## config.mk

```make
export PLATFORM = sky130hd
export DESIGN_NAME = temp_conversion_control
export DESIGN_NICKNAME = d
export VERILOG_FILES = /design/src/hw/temp_conv_pkg.sv /design/src/hw/conv_timer.sv /design/src/hw/nv_store.sv /design/src/hw/temp_conversion_control.sv
export VERILOG_INCLUDE_DIRS = /design/src /design/src/hw
export SDC_FILE = /design/constraint.sdc
export NUM_CORES = 1
export LEC_CHECK = 0
export BUFFER_PORTS_ARGS = -buffer_cell sky130_fd_sc_hd__buf_4
export CAP_MARGIN = 20
export CORE_ASPECT_RATIO = 1.5
export CORE_MARGIN = 4
export CORE_UTILIZATION = 30
export DETAILED_ROUTE_END_ITERATION = 12
export PLACE_DENSITY = 0.45
export SYNTH_ARGS = -nofsm -noshare
export SYNTH_HDL_FRONTEND = slang
export SYNTH_HIERARCHICAL = 1
export SYNTH_SLANG_ARGS = --single-unit
```

## constraint.sdc

```tcl
create_clock -name clk_sys_i -period 4.1 [get_ports clk_sys_i]
set_clock_uncertainty 0.05 [all_clocks]
set_input_delay 0.205 -clock clk_sys_i [delete_from_list [all_inputs] [get_ports clk_sys_i]]
set_output_delay 0.205 -clock clk_sys_i [all_outputs]
set_load 0.01 [all_outputs]
```

## src/hw/temp_conv_consts.svh

```systemverilog
// Purpose: named constants for the temperature conversion controller
// Assumes: 100 MHz system clock
// Notes:   times kept in their own unit, cycle counts derived
`ifndef TEMP_CONV_CONSTS_SVH
`define TEMP_CONV_CONSTS_SVH

`define CLK_MHZ              100
`define CONV_10B_MAX_MS      25
`define CONV_13B_MAX_MS      200
`define NV_WRITE_MAX_MS      10
`define CONV_10B_CYCLES      (`CONV_10B_MAX_MS * 1000 * `CLK_MHZ)
`define NV_WRITE_CYCLES      (`NV_WRITE_MAX_MS * 1000 * `CLK_MHZ)

`define ADDR_UPPER_MSB       8'hA0
`define ADDR_UPPER_LSB       8'hA1
`define ADDR_LOWER_MSB       8'hA2
`define ADDR_LOWER_LSB       8'hA3
`define ADDR_TEMP_MSB        8'hAA
`define ADDR_TEMP_LSB        8'hAB
`define ADDR_CFG_LSB         8'hAD

`define TEMP_RESET           16'hE200
`define UPPER_FACTORY        16'h0780
`define LOWER_FACTORY        16'h0500
`define LOW_ZERO_BITS        3
`define RES_13BIT            2'h3
`define RES_DEFAULT          `RES_13BIT

`endif

```

## src/hw/temp_conv_pkg.sv

```systemverilog
// Purpose: types shared by the temperature conversion controller
// Assumes: constants come from temp_conv_consts.svh
// Notes:   resolution encoding 0..3 means 10..13 bits
package temp_conv_pkg;
    typedef enum logic [1:0] {
        res_10bit,
        res_11bit,
        res_12bit,
        res_13bit
    } resolution_t;

    typedef struct packed {
        logic [1:0] resolution_sel;
        logic       power_up_auto_convert;
        logic       single_conversion_mode;
    } nv_config_t;

    typedef struct packed {
        logic       wr;
        logic       rd;
        logic [7:0] addr;
        logic [7:0] wdata;
    } reg_access_t;
endpackage : temp_conv_pkg

```

## src/hw/conv_timer.sv

```systemverilog
// Purpose: times one conversion, length doubling per resolution bit
// Assumes: start is a one-cycle pulse from the controller
// Notes:   base count is parameterised so simulation can shorten it
`timescale 1ns/1ns
`include "temp_conv_consts.svh"

module conv_timer #(
    parameter int unsigned BASE_CYCLES = `CONV_10B_CYCLES
) (
    input  wire logic       clk_sys_i,
    input  wire logic       reset_n_i,
    input  wire logic       start_i,
    input  wire logic [1:0] resolution_i,
    output logic            done_o,
    output logic            busy_o
);
    logic [31:0] remaining;

    // 10-bit time shifted left by resolution code
    function automatic logic [31:0] conv_len(input logic [1:0] res);
        conv_len = BASE_CYCLES << res;
    endfunction : conv_len

    ////////////////////////////////////////////////////////////////
    // countdown; done pulses as the last cycle elapses
    always_ff @(posedge clk_sys_i or negedge reset_n_i) begin
        if (!reset_n_i) begin
            remaining <= 32'h0;
            busy_o    <= 1'b0;
            done_o    <= 1'b0;
        end else begin
            done_o <= 1'b0;
            if (start_i) begin
                remaining <= conv_len(resolution_i) - 32'h1;
                busy_o    <= 1'b1;
            end else if (busy_o) begin
                if (remaining == 32'h0) begin
                    busy_o <= 1'b0;
                    done_o <= 1'b1;
                end else begin
                    remaining <= remaining - 32'h1;
                end
            end
        end
    end
endmodule : conv_timer

```

## src/hw/nv_store.sv

```systemverilog
// Purpose: nonvolatile trip points and config with write-cycle timing
// Assumes: storage array survives reset; factory values at build
// Notes:   writes during a busy cycle are dropped, host must wait
`timescale 1ns/1ns
`include "temp_conv_consts.svh"

module nv_store #(
    parameter int unsigned WRITE_CYCLES = `NV_WRITE_CYCLES
) (
    input  wire logic                     clk_sys_i,
    input  wire logic                     reset_n_i,
    input  wire logic                     wr_i,
    input  wire logic [1:0]               sel_i,
    input  wire logic [15:0]              wdata_i,
    output logic [15:0]                   upper_o,
    output logic [15:0]                   lower_o,
    output temp_conv_pkg::nv_config_t     cfg_o,
    output logic                          busy_o
);
    logic [31:0]               wait_cnt;

    ////////////////////////////////////////////////////////////////
    // nonvolatile cells: no reset, factory contents as initial image
    logic [15:0]               upper_cell = `UPPER_FACTORY;
    logic [15:0]               lower_cell = `LOWER_FACTORY;
    temp_conv_pkg::nv_config_t cfg_cell   = '{resolution_sel: `RES_DEFAULT, power_up_auto_convert: 1'b1,
                                              single_conversion_mode: 1'b0};

    assign upper_o = upper_cell;
    assign lower_o = lower_cell;
    assign cfg_o   = cfg_cell;

    // trip point low three bits never stored; config keeps bits 3..0
    always_ff @(posedge clk_sys_i) begin
        if (wr_i && !busy_o) begin
            unique case (sel_i)
                2'h0: upper_cell <= {wdata_i[15:3], 3'h0};
                2'h1: lower_cell <= {wdata_i[15:3], 3'h0};
                2'h2: cfg_cell   <= wdata_i[3:0];
                2'h3: ;
            endcase
        end
    end

    ////////////////////////////////////////////////////////////////
    // write-cycle busy window
    always_ff @(posedge clk_sys_i or negedge reset_n_i) begin
        if (!reset_n_i) begin
            wait_cnt <= 32'h0;
            busy_o   <= 1'b0;
        end else if (wr_i && !busy_o) begin
            wait_cnt <= WRITE_CYCLES - 32'h1;
            busy_o   <= 1'b1;
        end else if (busy_o) begin
            if (wait_cnt == 32'h0) busy_o <= 1'b0;
            else wait_cnt <= wait_cnt - 32'h1;
        end
    end
endmodule : nv_store

```

## src/hw/temp_conversion_control.sv

```systemverilog
// Purpose: conversion control and result formatting for a thermometer
// Assumes: byte register port from the 2-wire front end, same clock
// Notes:   ADC data arrives as a 13-bit signed sample, left justified
//
// Function
// - four resolutions, 10 to 13 bits
// - 13-bit resolution by default
// - conversion time doubles per bit
// - conversion within 25/50/100/200 ms
// - auto-convert bit decides power-up conversion
// - continuous mode runs until stop command
// - single mode converts exactly once
// - standby after single conversion until start
// - 16-bit result at AAh and ABh
// - sign bit 15, weights in 14..3
// - result bits 2..0 always zero
// - conversions zero unused low bits per resolution; ABh writes zero bits 2..0 only
// - trip points drop three low bits
// - factory trip points 0780h and 0500h
// - result powers up as E200h
// - nonvolatile write done within 10 ms
// - mode and resolution bits are nonvolatile
`timescale 1ns/1ns
`include "temp_conv_consts.svh"

module temp_conversion_control #(
    parameter int unsigned CONV_BASE_CYCLES = `CONV_10B_CYCLES,
    parameter int unsigned NV_WRITE_CYCLES  = `NV_WRITE_CYCLES
) (
    input  wire logic                      clk_sys_i,
    input  wire logic                      reset_n_i,
    input  wire logic                      start_convert_i,
    input  wire logic                      stop_convert_i,
    input  temp_conv_pkg::reg_access_t     reg_i,
    input  wire logic [12:0]               adc_sample_i,
    output logic [7:0]                     rdata_o,
    output logic                           converting_o,
    output logic                           conv_done_o,
    output logic                           nv_busy_o,
    output logic [15:0]                    temperature_o
);
    typedef enum logic [1:0] {
        st_powerup,
        st_standby,
        st_convert
    } ctrl_state_t;

    ctrl_state_t                state;
    logic [15:0]                temperature_result;
    logic [7:0]                 upper_trip_staged;
    logic [7:0]                 lower_trip_staged;
    logic                       conv_start;
    logic                       conv_done;
    logic                       conv_busy;
    logic                       nv_wr;
    logic [1:0]                 nv_sel;
    logic [15:0]                nv_wdata;
    logic                       nv_busy;
    logic [15:0]                upper_trip_point;
    logic [15:0]                lower_trip_point;
    temp_conv_pkg::nv_config_t  cfg;

    // zero the unused low bits for a resolution code
    function automatic logic [15:0] format_result(input logic [12:0] s, input logic [1:0] res);
        logic [15:0] full;
        logic [15:0] mask;
        full = {s, 3'h0};
        mask = 16'hFFF8 << (`RES_13BIT - res);
        format_result = full & mask;
    endfunction : format_result

    ////////////////////////////////////////////////////////////////
    // conversion timer and nonvolatile store
    conv_timer #(
        .BASE_CYCLES (CONV_BASE_CYCLES)
    ) u_timer (
        .clk_sys_i    (clk_sys_i),
        .reset_n_i    (reset_n_i),
        .start_i      (conv_start),
        .resolution_i (cfg.resolution_sel),
        .done_o       (conv_done),
        .busy_o       (conv_busy)
    );

    nv_store #(
        .WRITE_CYCLES (NV_WRITE_CYCLES)
    ) u_nv (
        .clk_sys_i (clk_sys_i),
        .reset_n_i (reset_n_i),
        .wr_i      (nv_wr),
        .sel_i     (nv_sel),
        .wdata_i   (nv_wdata),
        .upper_o   (upper_trip_point),
        .lower_o   (lower_trip_point),
        .cfg_o     (cfg),
        .busy_o    (nv_busy)
    );

    ////////////////////////////////////////////////////////////////
    // conversion sequencing
    always_comb begin
        conv_start = 1'b0;
        unique case (state)
            st_powerup: conv_start = cfg.power_up_auto_convert || start_convert_i;
            st_standby: conv_start = start_convert_i;
            st_convert: conv_start = conv_done && !cfg.single_conversion_mode
                                     && !stop_convert_i;
        endcase
    end

    // stop ends continuous runs; single mode drops to standby after one
    always_ff @(posedge clk_sys_i or negedge reset_n_i) begin
        if (!reset_n_i) begin
            state <= st_powerup;
        end else begin
            unique case (state)
                st_powerup: begin
                    if (cfg.power_up_auto_convert || start_convert_i)
                        state <= st_convert;
                    else
                        state <= st_standby;
                end
                st_standby: if (start_convert_i) state <= st_convert;
                st_convert: begin
                    if (stop_convert_i && !cfg.single_conversion_mode)
                        state <= st_standby;
                    else if (conv_done && cfg.single_conversion_mode)
                        state <= st_standby;
                end
            endcase
        end
    end

    ////////////////////////////////////////////////////////////////
    // result register: conversion wins over a host write
    always_ff @(posedge clk_sys_i or negedge reset_n_i) begin
        if (!reset_n_i) begin
            temperature_result <= `TEMP_RESET;
        end else if (conv_done && state == st_convert) begin
            temperature_result <= format_result(adc_sample_i, cfg.resolution_sel);
        end else if (reg_i.wr && reg_i.addr == `ADDR_TEMP_MSB) begin
            temperature_result[15:8] <= reg_i.wdata;
        end else if (reg_i.wr && reg_i.addr == `ADDR_TEMP_LSB) begin
            temperature_result[7:0] <= {reg_i.wdata[7:3], 3'h0};
        end
    end

    ////////////////////////////////////////////////////////////////
    // byte staging: MSB held, LSB write commits the nonvolatile word
    always_ff @(posedge clk_sys_i or negedge reset_n_i) begin
        if (!reset_n_i) begin
            upper_trip_staged <= 8'h0;
            lower_trip_staged <= 8'h0;
        end else if (reg_i.wr) begin
            if (reg_i.addr == `ADDR_UPPER_MSB) upper_trip_staged <= reg_i.wdata;
            if (reg_i.addr == `ADDR_LOWER_MSB) lower_trip_staged <= reg_i.wdata;
        end
    end

    always_comb begin
        nv_wr    = 1'b0;
        nv_sel   = 2'h0;
        nv_wdata = 16'h0;
        if (reg_i.wr && reg_i.addr == `ADDR_UPPER_LSB) begin
            nv_wr    = 1'b1;
            nv_wdata = {upper_trip_staged, reg_i.wdata};
        end else if (reg_i.wr && reg_i.addr == `ADDR_LOWER_LSB) begin
            nv_wr    = 1'b1;
            nv_sel   = 2'h1;
            nv_wdata = {lower_trip_staged, reg_i.wdata};
        end else if (cfg_write_hit(reg_i)) begin
            nv_wr    = 1'b1;
            nv_sel   = 2'h2;
            nv_wdata = {12'h000, reg_i.wdata[3:0]};
        end
    end

    // config word write: private byte address just past the map
    function automatic logic cfg_write_hit(input temp_conv_pkg::reg_access_t a);
        cfg_write_hit = a.wr && a.addr == `ADDR_CFG_LSB;
    endfunction : cfg_write_hit

    ////////////////////////////////////////////////////////////////
    // read data and status outputs, all registered
    always_ff @(posedge clk_sys_i or negedge reset_n_i) begin
        if (!reset_n_i) begin
            rdata_o       <= 8'h0;
            converting_o  <= 1'b0;
            conv_done_o   <= 1'b0;
            nv_busy_o     <= 1'b0;
            temperature_o <= `TEMP_RESET;
        end else begin
            // a stopped run may count out in the background; standby hides it
            converting_o  <= conv_busy && state == st_convert;
            conv_done_o   <= conv_done && state == st_convert;
            nv_busy_o     <= nv_busy;
            temperature_o <= temperature_result;
            if (reg_i.rd) begin
                unique case (reg_i.addr)
                    `ADDR_UPPER_MSB: rdata_o <= upper_trip_point[15:8];
                    `ADDR_UPPER_LSB: rdata_o <= upper_trip_point[7:0];
                    `ADDR_LOWER_MSB: rdata_o <= lower_trip_point[15:8];
                    `ADDR_LOWER_LSB: rdata_o <= lower_trip_point[7:0];
                    `ADDR_TEMP_MSB:  rdata_o <= temperature_result[15:8];
                    `ADDR_TEMP_LSB:  rdata_o <= temperature_result[7:0];
                    default:         rdata_o <= {4'h0, cfg};
                endcase
            end
        end
    end
endmodule : temp_conversion_control

```

==> flow_results.org, run 1 <==
** Floorplanning
- The die covers between 20000 and 30000 sq um.
- Chip width :: 141.7 microns
- Number of standard-cell rows in the floorplan :: 73
- Pin placement for this block handled 62 I/O pins.
- Starting Density :: 0.3035
- The floorplan step set the die height to around 210 microns.
- The region available for standard cell placement spans between 20000 and 30000 sq um.

** Drt
- For this run, the detailed router's first-pass iteration total came to 5.
- In the final routed layout, each cell accounts on average for 19.22 microns.
- Drt first-iter violations :: 276
- The detailed router placed around 6000 vias in this run.
- Detail-routed via count per cell :: roughly 5.2
- Count of unresolved DRC violations after routing :: 0
- Final ANT Viol Nets :: 0
- Post-Route WL :: approximately 22000 microns

** Setup path
- Nature of the critical path endpoint :: register
- Broken down by cell family, the worst path's largest delay share belongs to simple AND/OR/NAND/NOR gates.
- List of cells traversed by the critical path :: inv_1, ha_1, or4_1, o21ai_4, buf_4, nand2b_1, o32a_1, or4b_1, nor3_1, mux2i_1, o311a_1
- The critical path in this run is classified as register to register.
- Crit path largest cell delay :: 0.60 ns
- The number of buffers and inverters on the critical path is 2.
- In this run the worst path has a maximum fanout of 31.
- Type of origin of the critical path :: register
- Required time at the worst-slack endpoint :: 4.42 ns
- Arrival time at the worst endpoint :: about 4.1 ns
- The slowest stage of the critical path belongs to the cell sky130_fd_sc_hd__or4_1.

** GRT
- Pin count of the biggest net entering global routing :: 89
- Total gr overflow :: 0
- Across every metal layer, demand over resource in global routing totals 0.1533.
- The number of global-route vias before repair was 6377.
- The initial antenna violation count is 0.
- First-pass GRT wire length :: 35500 microns

** Timing
- Setup violations remaining at the end of the flow were counted as 0.
- Max frequency :: between 0.2 and 0.3 GHz
- Max Transition Viols Final :: 0
- At the pin with the least slew margin, the transition time is a little over 0.8 ns.
- RSZ-0062 raised after global routing :: false
- Final Cycle Share :: 0.9291
- Time the final worst path needs with I/O delays and setup :: roughly 3.8 ns
- Final total negative setup slack :: 0 ns
- Worst slew slack as a fraction of its limit :: 0.4418
- The final-report hold violation count was 0.
- Final Hold Slack :: 0.02251 ns

** Clocking
- CTS resizes :: 0
- Clock tree synthesis selected as its root buffer the cell sky130_fd_sc_hd__clkbuf_16.
- After clock tree synthesis, the clock-pin slew on the worst setup and hold paths is 0.06 ns.
- The H-tree was split into 4 levels.
- Max clock buf depth :: 2
- TritonCTS created 17 clock buffers.
- The clock reaches the later pin of the worst-skew pair after 0.43 ns.
- Clock tree from TritonCTS :: built
- For this design, the sink count on the clock tree is 152.

** Synthesis
- Yosys mapped a number of flops with a built-in enable equal to 30.
- Area of the mapped netlist :: around 8000 sq um
- During synthesis, Yosys emitted a total of 6 warnings.
- Counting flops and latches in the post-synthesis netlist gives roughly 150.
- Post-synthesis sequential area ratio :: 0.4931
- Each instance of the synthesized netlist takes up on average 10.83 sq um.
- In the synthesized netlist the async set-or-reset flop fraction comes to 0.8026.
- Synthesis instantiated 74 different standard cells from the library.
- After technology mapping, the gate count stands at 742.
- Most instantiated flip-flop cell in the synthesis netlist :: sky130_fd_sc_hd__dfrtp_1

** Status
- The flow ran to the end, and the final reports show no timing, DRC or antenna violations.

** Cells and area
- Of the cells placed in the final design, the portion with a size suffix greater than 1 is 0.1949.
- Layout filler cell count :: around 2700
- The area growth from synthesis to layout is 18.35%.
- The final layout contains 854 nets.
- Antenna diode count :: 0

** Pwr
- Summed over all cells, the static leakage comes to ~0.0037 uW.
- The worst-case IR drop observed on VDD is approximately 300 uV.
- Final total power :: 5027 uW
- In this run the power density over the cells is roughly 530 nW/um^2.

** Min path
- Class of the worst hold path :: primary input to register

** Placed design
- DP HPWL :: 16330 microns
- GP Congestion :: slightly below 0.9
- During placement, the flow inserted port buffers numbering 58.

** Run
- Number of max-cap violations :: 0
-- final timing paths --
| check | from | to | slack, ns | cells after the start |
|---|---|---|---|---|
| setup / recovery | state[0] | u_timer/remaining[24] | 0.29 | 11 |
| hold / removal | adc_sample_i[2] | temperature_result[5] | 0.02 | 3 |
| setup reg to reg | state[0] | u_timer/remaining[24] | 0.29 | 11 |
| hold reg to reg | temperature_result[14] | temperature_o[14] | 0.33 | 0 |
| max in group asynchronous | reset_n_i | temperature_result[9] | 2.88 | 3 |
| min in group asynchronous | reset_n_i | u_timer/remaining[15] | 0.23 | 2 |
-- timing repair --
action                    in CTS  in global routing
hold endpoints to repair      47                  0
hold buffers                  13                  0
buffers inserted               0                  0
-- logic make-up after synthesis --
family / synth area share
xor gates and xnor gates: 0.03051
and+or+nand+nor: 0.1949
AOI/OAI and AO/OA: 0.1233
other: 0.0009342
adders and majority gates: 0.01712
DFF: 0.4931
buffers and inverters: 0.03829
muxes: 0.1019
-- metal layers --
metal  vias to the layer above  GRT usage  part of all wire
met4                         0    0.05728             0.027
li1                       2887          -                 -
met2                        93     0.2692              0.52
met3                        31    0.03380             0.029
met5                         -          0                 0
met1                      3049     0.1813              0.42
-- power breakdown --
| group | switching, uW | internal, uW |
|---|---|---|
| Sequential | 163 | 1700 |
| Combinational | 973 | 656 |
| Clock | 639 | 895 |
| Total | 1780 | 3250 |
-- cells in the final DEF (no fill, tap or decap), types with 6 or more instances in the layout --
| master | count |
|---|---|
| sky130_fd_sc_hd__buf_4 | 71 |
| sky130_fd_sc_hd__or4_1 | 9 |
| sky130_fd_sc_hd__ha_1 | 11 |
| sky130_fd_sc_hd__nor3_1 | 29 |
| sky130_fd_sc_hd__clkbuf_16 | 18 |
| sky130_fd_sc_hd__conb_1 | 9 |
| sky130_fd_sc_hd__o21ai_0 | 26 |
| sky130_fd_sc_hd__nand3_1 | 14 |
| sky130_fd_sc_hd__edfxtp_1 | 30 |
| sky130_fd_sc_hd__nor2b_1 | 12 |
| sky130_fd_sc_hd__o41ai_1 | 6 |
| sky130_fd_sc_hd__nor3b_1 | 8 |
| sky130_fd_sc_hd__or3_1 | 20 |
| sky130_fd_sc_hd__nand2_1 | 36 |
| sky130_fd_sc_hd__xnor2_1 | 21 |
| sky130_fd_sc_hd__mux2_2 | 21 |
| sky130_fd_sc_hd__inv_1 | 17 |
| sky130_fd_sc_hd__o22ai_1 | 10 |
| sky130_fd_sc_hd__nand3b_1 | 6 |
| sky130_fd_sc_hd__dfstp_2 | 8 |
| sky130_fd_sc_hd__or2_2 | 10 |
| sky130_fd_sc_hd__a21oi_1 | 28 |
| sky130_fd_sc_hd__and2_1 | 11 |
| sky130_fd_sc_hd__dfrtp_1 | 114 |
| sky130_fd_sc_hd__nor4_1 | 20 |
| sky130_fd_sc_hd__a31oi_1 | 8 |
| sky130_fd_sc_hd__nand2b_1 | 6 |
| sky130_fd_sc_hd__o211ai_1 | 8 |
| sky130_fd_sc_hd__o311ai_0 | 6 |
| sky130_fd_sc_hd__dlygate4sd3_1 | 13 |
| sky130_fd_sc_hd__xor2_1 | 7 |
| sky130_fd_sc_hd__mux2i_1 | 50 |
| sky130_fd_sc_hd__o31ai_1 | 11 |
| sky130_fd_sc_hd__nor2_1 | 55 |
-- worst min-delay path, cell delays in order --
cell	delay, ns
sky130_fd_sc_hd__buf_4	0.12
sky130_fd_sc_hd__o21ai_0	0.07
sky130_fd_sc_hd__mux2i_1	0.07
-- sequential cells by signal, summed over array words and instances (netlist names) --
| signal | flops |
|---|---|
| nv_busy_o | 1 |
| u_timer/busy_o | 1 |
| upper_trip_staged | 8 |
| u_nv/upper_o | 13 |
| u_nv/busy_o | 1 |
| u_timer/done_o | 1 |
| temperature_result | 13 |
| conv_done_o | 1 |
| lower_trip_staged | 8 |
| u_nv/lower_o | 13 |
| converting_o | 1 |
| temperature_o | 13 |
| u_timer/remaining | 32 |
| u_nv/cfg_o | 4 |
| u_nv/wait_cnt | 32 |
| state | 2 |
| rdata_o | 8 |
-- cell type report --
| class | count | area [sq um] | area share |
|---|---|---|---|
| flip-flops and latches | 152 | 3964 | 0.4166 |
| multi-input cells | 535 | 3810 | 0.4004 |
| repair buffers | 85 | 683.2 | 0.07180 |
| clock buffers | 22 | 479.2 | 0.05037 |
| well taps | 337 | 421.7 | 0.04432 |
| clock inverters | 10 | 92.59 | 0.009732 |
| inverters | 17 | 63.81 | 0.006707 |
-- synthesized netlist by cell type (18+ instances only) --
library cell / instances / area, sq um
sky130_fd_sc_hd__nor3_1: 29 / 145.1
sky130_fd_sc_hd__nor4_1: 20 / 125.1
sky130_fd_sc_hd__edfxtp_1: 30 / 900.9
sky130_fd_sc_hd__nand2_1: 36 / 135.1
sky130_fd_sc_hd__xnor2_1: 21 / 183.9
sky130_fd_sc_hd__or3_1: 20 / 125.1
sky130_fd_sc_hd__dfrtp_1: 114 / 2853
sky130_fd_sc_hd__nor2_1: 55 / 206.5
sky130_fd_sc_hd__a21oi_1: 28 / 140.1
sky130_fd_sc_hd__mux2_2: 21 / 236.5
sky130_fd_sc_hd__o21ai_0: 27 / 135.1
sky130_fd_sc_hd__mux2i_1: 50 / 500.5
sky130_fd_sc_hd__clkbuf_1: 18 / 67.56
-- per-stage QoR --
stage | instances | util | setup slack (ns) | cell area (sq um)
after global placement | 1113 | 0.3327 | 0.4282 | 8812
after CTS | 1158 | 0.3592 | 0.3094 | 9514
after global routing | 1158 | 0.3592 | 0.08110 | 9514
final | 1158 | 0.3592 | 0.2907 | 9514
after detailed placement | 1113 | 0.3327 | 0.3217 | 8812
after floorplan | 749 | - | 0.4112 | 8065
No activity file was read; power rests on OpenSTA's default activity.
==> run 2: changes to the inputs <==
--- a/config.mk
+++ b/config.mk
@@ -12,7 +12,8 @@
 export CORE_MARGIN = 4
 export CORE_UTILIZATION = 30
 export DETAILED_ROUTE_END_ITERATION = 12
-export PLACE_DENSITY = 0.45
+export PLACE_DENSITY = 0.46
+export RECOVER_POWER = 100
 export SYNTH_ARGS = -nofsm -noshare
 export SYNTH_HDL_FRONTEND = slang
 export SYNTH_HIERARCHICAL = 1
==> constraint.sdc (replaced) <==
create_clock -name clk_sys_i -period 3.4 [get_ports clk_sys_i]
set_clock_uncertainty 0.05 [all_clocks]
set_input_delay 0.17 -clock clk_sys_i [delete_from_list [all_inputs] [get_ports clk_sys_i]]
set_output_delay 0.17 -clock clk_sys_i [all_outputs]
set_load 0.01 [all_outputs]
==> flow_results.org, run 2 (synthesis gave the netlist of run 1 again) <==
** Cells and area
- Largest registers ranked by flip-flop count :: u_nv/wait_cnt: 32 flops, u_timer/remaining: 32 flops
- Most common cell after layout, fill and taps aside :: sky130_fd_sc_hd__dfrtp_1
- Total Nets Final :: about 900
- Fraction of layout instances using a drive strength above 1 :: 0.1963
- Post-Layout Inst Area :: 9816 sq um
- Signed area change from the synthesized netlist to the final layout :: 22.10%
- Antenna diode count :: 0
- At the end of the flow the core is filled with cells to 0.3706.
- The filler cells instantiated in the layout total 2723.
- The top cell types in the final layout, fill and taps aside, are 114 x sky130_fd_sc_hd__dfrtp_1, 67 x sky130_fd_sc_hd__buf_4, 54 x sky130_fd_sc_hd__nor2_1.

** Timing
- For the pin with the worst max-slew slack, the measured transition is roughly 2.0 ns.
- Measured against its own limit, the worst slew margin works out to -0.3211.
- Max Transition Viols Final :: 85
- Max frequency :: around 0.3 GHz
- The clock period could shrink to 3.287 ns.
- The final-report hold violation count is 0.
- Setup violations remaining at the end of the flow were counted as 0.
- Final Cycle Share :: 0.9668

** Status
- Violated checks :: max-capacitance violations, max-slew violations
- Status :: finished with violations

** GRT
- For this run, the total global-route usage over all layers was measured as 0.1560.
- The number of global-route vias before repair came to 6558.
- The first global-routing pass estimated 36310 microns of wire.
- The total overflow left after global routing is 0.
- The initial antenna violation count is 0.
- Entering global routing, the biggest net connects 76 pins.

** Floorplanning
- The floorplan has 73 rows.
- Die span in y :: 208.5 microns
- Die Outline Area :: slightly below 30000 sq um
- The initial utilization of the core area, before any placement, comes to 0.3035.
- IO Pins :: 62
- The total area inside the core boundary comes to 26490 sq um.
- Chip width :: 141.7 microns

** Drt
- Via count of the routed design :: 6185
- Using the TritonRoute via totals, the vias-per-cell ratio works out to 5.141.
- First-pass iteration count of the detailed router :: 5
- Wire length per cell :: 18.50 microns
- Post-Route WL :: 22250 microns
- Count of unresolved DRC violations after routing :: 0
- Final ANT Viol Nets :: 0
- The first routing iteration left 354 violations.

** Clocking
- The H-tree was split into 4 levels.
- After clock tree synthesis, the clock-pin slew on the worst setup and hold paths is 0.07 ns.
- TritonCTS built the clock tree.
- Clock buffer count from CTS :: 17
- The tree is rooted in a sky130_fd_sc_hd__clkbuf_16.
- The clock passes through at most 2 buffers.
- Clock Latency Late Sink :: 0.43 ns
- For this design, the sink count on the clock tree is 152.

** Setup path
- WS Path Type :: register to register
- For the worst setup path, the data required time is 3.66 ns.
- Slack of the worst reg-to-reg path :: 0.11 ns
- By instance count, the cell type seen most on the critical path is sky130_fd_sc_hd__buf_4.
- Crit path max fanout :: 12
- The largest individual stage delay along the critical path comes from the cell sky130_fd_sc_hd__or4_4.
- List of cells traversed by the critical path :: inv_1, ha_4, or4_4, o21ai_4, buf_6, buf_4, o21bai_1, a222oi_1, buf_4, o31a_1, buf_12, or2_2, nor3b_1, o22ai_1
- Type of origin of the critical path :: register
- Nature of the critical path endpoint :: register
- Cell type group with the largest total delay on the critical path :: simple AND/OR/NAND/NOR gates
- Arrival time at the worst endpoint :: 3.54 ns
- Together, buffers and inverters on the worst path number 5.
- Crit path largest cell delay :: ~0.55 ns

** Placed design
- DP HPWL :: 16020 microns
- GP Congestion :: about 0.80
- Area of placed instances :: roughly 9100 sq um
- During placement, the flow inserted port buffers numbering 58.

** Pwr
- Final total power :: 6579 uW
- Leakage power :: 0.003829 uW
- Power density cells :: approximately 670 nW/um^2
- The worst-case IR drop observed on VDD is roughly 350 uV.

** Run
- Across the run, the number of max-cap violations was 2.

** Min path
- Class of the worst hold path :: primary input to register
==> run 2: changes by cell type in the layout (fill, tap and decap cells not counted), moves of 4 or more <==
cell / previous run / this run
sky130_fd_sc_hd__and2_0: 0 / 6
sky130_fd_sc_hd__and2_1: 11 / 5
sky130_fd_sc_hd__buf_4: 71 / 67
sky130_fd_sc_hd__clkbuf_1: 2 / 31
sky130_fd_sc_hd__dfstp_1: 0 / 4
sky130_fd_sc_hd__dfstp_2: 8 / 4
sky130_fd_sc_hd__dlygate4sd3_1: 13 / 23
sky130_fd_sc_hd__inv_6: 1 / 7
sky130_fd_sc_hd__inv_8: 0 / 4
sky130_fd_sc_hd__nor3_1: 29 / 25
==> run 2: area by class of cell <==
class	instances	area (sq um)	share of cell area
clock buffers	18	439.2	0.04474
clock inverters	14	150.1	0.01530
inverters	17	63.81	0.006501
multi-input cells	535	3845	0.3917
flip-flops and latches	152	3964	0.4038
well taps	337	421.7	0.04296
repair buffers	130	932.1	0.09496
==> run 2: worst paths after layout <==
path,endpoint,depth (start not counted),start
setup / recovery,u_timer/remaining[20],14,state[0]
hold / removal,rdata_o[3],3,reg_i[11]
setup reg to reg,u_timer/remaining[20],14,state[0]
hold reg to reg,temperature_o[14],0,temperature_result[14]
max in group asynchronous,upper_trip_staged[6],3,reset_n_i
min in group asynchronous,u_timer/remaining[14],2,reset_n_i
==> run 2: power breakdown <==
part	switching (uW)	internal [uW]	total (uW)
Sequential	202	2050	2250
Combinational	1260	1130	2390
Clock	876	1060	1940
Total	2340	4240	6580
==> run 2: worst min-delay path: cells and delay by family <==
family                 cells  cell delay, ns
buffers and inverters      1            0.15
AO/OA/AOI/OAI              2            0.20
==> run 2: metal layers <==
metal	track usage	part of all wire	wire length [microns]
met1	0.1838	0.42	9297
met5	0	0	0
met3	0.02851	0.031	686
met2	0.2801	0.53	11810
met4	0.05629	0.020	455
==> run 2: what timing repair did <==
action,4_1_cts,5_1_grt
buffers inserted,1,1
resized for setup,3,11
hold buffers,23,0
endpoints found under the setup margin,3,21
hold endpoints to repair,104,0
pin swaps,0,4
==> run 2: metrics by stage <==
step           TNS (ns)  worst slack, ns  hold slack (ns)  cells
6_report              0           0.1130          0.09704   1203
5_1_grt        -0.01525         -0.01525           0.1067   1203
4_1_cts               0         0.003802          0.07755   1202
3_5_place_dp          0         0.002927           0.2270   1146
3_3_place_gp          0          0.04359           0.2321   1146
2_1_floorplan         0         0.007606          -0.1756    749
==> run 3: changes to the inputs <==
--- a/config.mk
+++ b/config.mk
@@ -10,9 +10,9 @@
 export CAP_MARGIN = 20
 export CORE_ASPECT_RATIO = 1.5
 export CORE_MARGIN = 4
-export CORE_UTILIZATION = 30
+export CORE_UTILIZATION = 38
 export DETAILED_ROUTE_END_ITERATION = 12
-export PLACE_DENSITY = 0.46
+export PLACE_DENSITY = 0.56
 export RECOVER_POWER = 100
 export SYNTH_ARGS = -nofsm -noshare
 export SYNTH_HDL_FRONTEND = slang
==> flow_results.org, run 3 (synthesis gave the netlist of run 1 again) <==
** Floorplanning
- Chip width :: 126.8 microns
- Number of standard-cell rows in the floorplan :: 64
- IO Pins :: 62
- Core ar. :: around 21000 sq um
- Die Outline Area :: 23590 sq um
- Starting Density :: 0.3906
- Die span in y :: 186.1 microns

** Setup path
- Measured in cells, the most critical reg-to-reg path has a length of 10.
- Crit path max fanout :: 5
- Arrival time at the worst endpoint :: 3.57 ns
- End point of the critical path :: u_timer/remaining[16]
- Nature of the critical path endpoint :: register
- Worst reg2reg endpoint :: u_timer/remaining[16]
- Slack of the worst reg-to-reg path :: 0.07 ns
- Critical Path Start :: state[0]
- In this run the critical register-to-register path is launched from state[0].
- The worst setup path is of the register to register kind.
- STA classifies the critical path startpoint as a register.
- Required time at the worst-slack endpoint :: 3.64 ns

** Timing
- At the pin with the least slew margin, the transition time is around 2.7 ns.
- Final Cycle Share :: 0.9788
- Setup repair after global routing could not meet its margin everywhere.
- The max-slew violation total from the final report is 50.
- Timing would allow up to 0.3005 GHz.
- Headroom to the max-slew limit came out at -0.7865.
- The smallest clock period supported by the final layout is computed as 3.328 ns.
- The final-report hold violation count is 0.
- After layout, the worst setup slack is 0.07197 ns.
- Final setup violation count :: 0
- Hold timing on the final database bottoms out at a slack of 0.07106 ns.

** Drt
- Detail-routed via count per cell :: between 5 and 6
- Wire length per cell :: roughly 19 microns
- Final ANT Viol Nets :: 0
- Post-Route WL :: about 21000 microns
- For this run, design rule violations remaining after detail routing come to 0.
- Drt first-iter violations :: 494
- The routed layout has slightly above 6000 vias.
- The first detailed-routing pass ran for 5 iterations.

** Placed design
- Area of placed instances :: 8890 sq um
- Port Buf Inserts :: slightly below 60
- Placed Instances :: ~1100
- GP Congestion :: slightly above 0.9
- Worst slack at placement :: -0.09459 ns
- DP HPWL :: 15220 microns

** GRT
- Number of antenna violations at the first check in global routing :: 0
- Summed over all layers, the global routing overflow is 0.
- Via count of the first global-routing pass :: 6259
- GRT Overall Usage :: 0.1791
- Entering global routing, the biggest net connects 50 pins.
- The first global-routing pass estimated 33370 microns of wire.

** Clocking
- Sink count of the clock tree :: 152
- Clock-pin slew on the worst setup and hold paths :: 0.07 ns
- Clock buffer count from CTS :: 17
- Clock Latency Late Sink :: roughly 0.42 ns
- Count of H-tree levels built during CTS :: 4
- The clock passes through at most 2 buffers.
- TritonCTS built the clock tree.
- The tree is rooted in a sky130_fd_sc_hd__clkbuf_16.

** Cells and area
- Final core utilization :: 0.4750
- Final Instance Count excl. Fillers :: 1115
- The top cell types in the final layout, fill and taps aside, are 114 x sky130_fd_sc_hd__dfrtp_1, 87 x sky130_fd_sc_hd__buf_4, 54 x sky130_fd_sc_hd__nor2_1.
- Post-Layout Inst Area :: around 10000 sq um
- Leaving out fill and tap cells, the most frequent cell in the layout is sky130_fd_sc_hd__dfrtp_1.
- Antenna diode count :: 0
- Of the cells placed in the final design, the portion with a size suffix greater than 1 is 0.2174.
- Signed area change from the synthesized netlist to the final layout :: 21.60%
- Total Nets Final :: 884
- In the final layout, the registers with the most flip-flops are u_nv/wait_cnt: 32 flops, u_timer/remaining: 32 flops.

** Status
- Status :: finished with violations
- Violated checks :: max-capacitance violations, max-slew violations

** Pwr
- Leakage power :: 0.003845 uW
- Power density cells :: around 660 nW/um^2
- Worst supply voltage drop on vdd :: between 300 and 400 uV

** Min path
- The startpoint identified for the worst hold timing path is reg_i[11].
- The path class of the tightest hold or removal check is primary input to register.

** Run
- Number of max-cap violations :: 1
run 3: cell types whose count changed in the layout (fill, tap and decap cells not counted), moves of 2 or more:
cell and change:
sky130_fd_sc_hd__and2_0 -6, sky130_fd_sc_hd__buf_4 +20, sky130_fd_sc_hd__clkinvlp_4 +5, sky130_fd_sc_hd__inv_8 -4, sky130_fd_sc_hd__inv_6 -6, sky130_fd_sc_hd__clkbuf_1 -26
sky130_fd_sc_hd__clkbuf_2 -2, sky130_fd_sc_hd__clkbuf_4 -4, sky130_fd_sc_hd__bufinv_16 +2, sky130_fd_sc_hd__and2_1 +6, sky130_fd_sc_hd__nor3_2 -2
run 3: final cells by class:
cell class | count | area (sq um)
fill | 1875 | 10800
sequential | 152 | 3964
multi-input combinational | 536 | 3890
timing repair buffer | 114 | 938.4
clock buffer | 21 | 440.4
tap | 264 | 330.3
clock inverter | 11 | 148.9
inverter | 17 | 63.81
run 3: how the worst min path moves through the flow:
stage	to	cells after the start
after floorplan	conv_done_o	0
after global placement	u_timer/remaining[14]	1
after detailed placement	u_timer/remaining[14]	1
after CTS	rdata_o[3]	3
after global routing	rdata_o[3]	3
final	rdata_o[3]	3
run 3: critical path, cell delays in order, from the launching register on:
cell and delay (ns):
sky130_fd_sc_hd__dfrtp_1 0.40, sky130_fd_sc_hd__inv_2 0.08, sky130_fd_sc_hd__ha_4 0.22, sky130_fd_sc_hd__or4_4 0.50, sky130_fd_sc_hd__o21ai_4 0.14, sky130_fd_sc_hd__or4b_4 0.51, sky130_fd_sc_hd__a222oi_1 0.46, sky130_fd_sc_hd__o31a_1 0.41
sky130_fd_sc_hd__nor3_4 0.11, sky130_fd_sc_hd__xnor2_1 0.17, sky130_fd_sc_hd__o221ai_1 0.14
run 3: layer usage:
metal	vias to the layer above	share of wire	GRT usage	wire, microns
met5	-	0	0	0
met4	0	0.030	0.07213	623
met3	41	0.033	0.03257	691
met2	153	0.53	0.3212	11120
met1	3082	0.41	0.2121	8649
li1	2953	-	-	-
run 3: timing repair:
item	4_1_cts	5_1_grt
setup buffers	1	0
endpoints found under the hold margin	70	0
endpoints found under the setup margin	12	11
hold buffers	23	0
gates cloned	1	0
pin swaps	4	5
resized for setup	10	2
run 3: power breakdown:
group	internal (uW)	switching (uW)	total [uW]
Combinational	1070	1240	2310
Clock	1160	762	1920
Sequential	2050	205	2250
run 3: through the flow:
step,TNS (ns),total power [uW]
finish,0,6481
global route,-0.02619,6825
CTS,-0.003981,6490
detailed placement,-0.5846,4445
global placement,-0.02617,4376
floorplan,0,3700
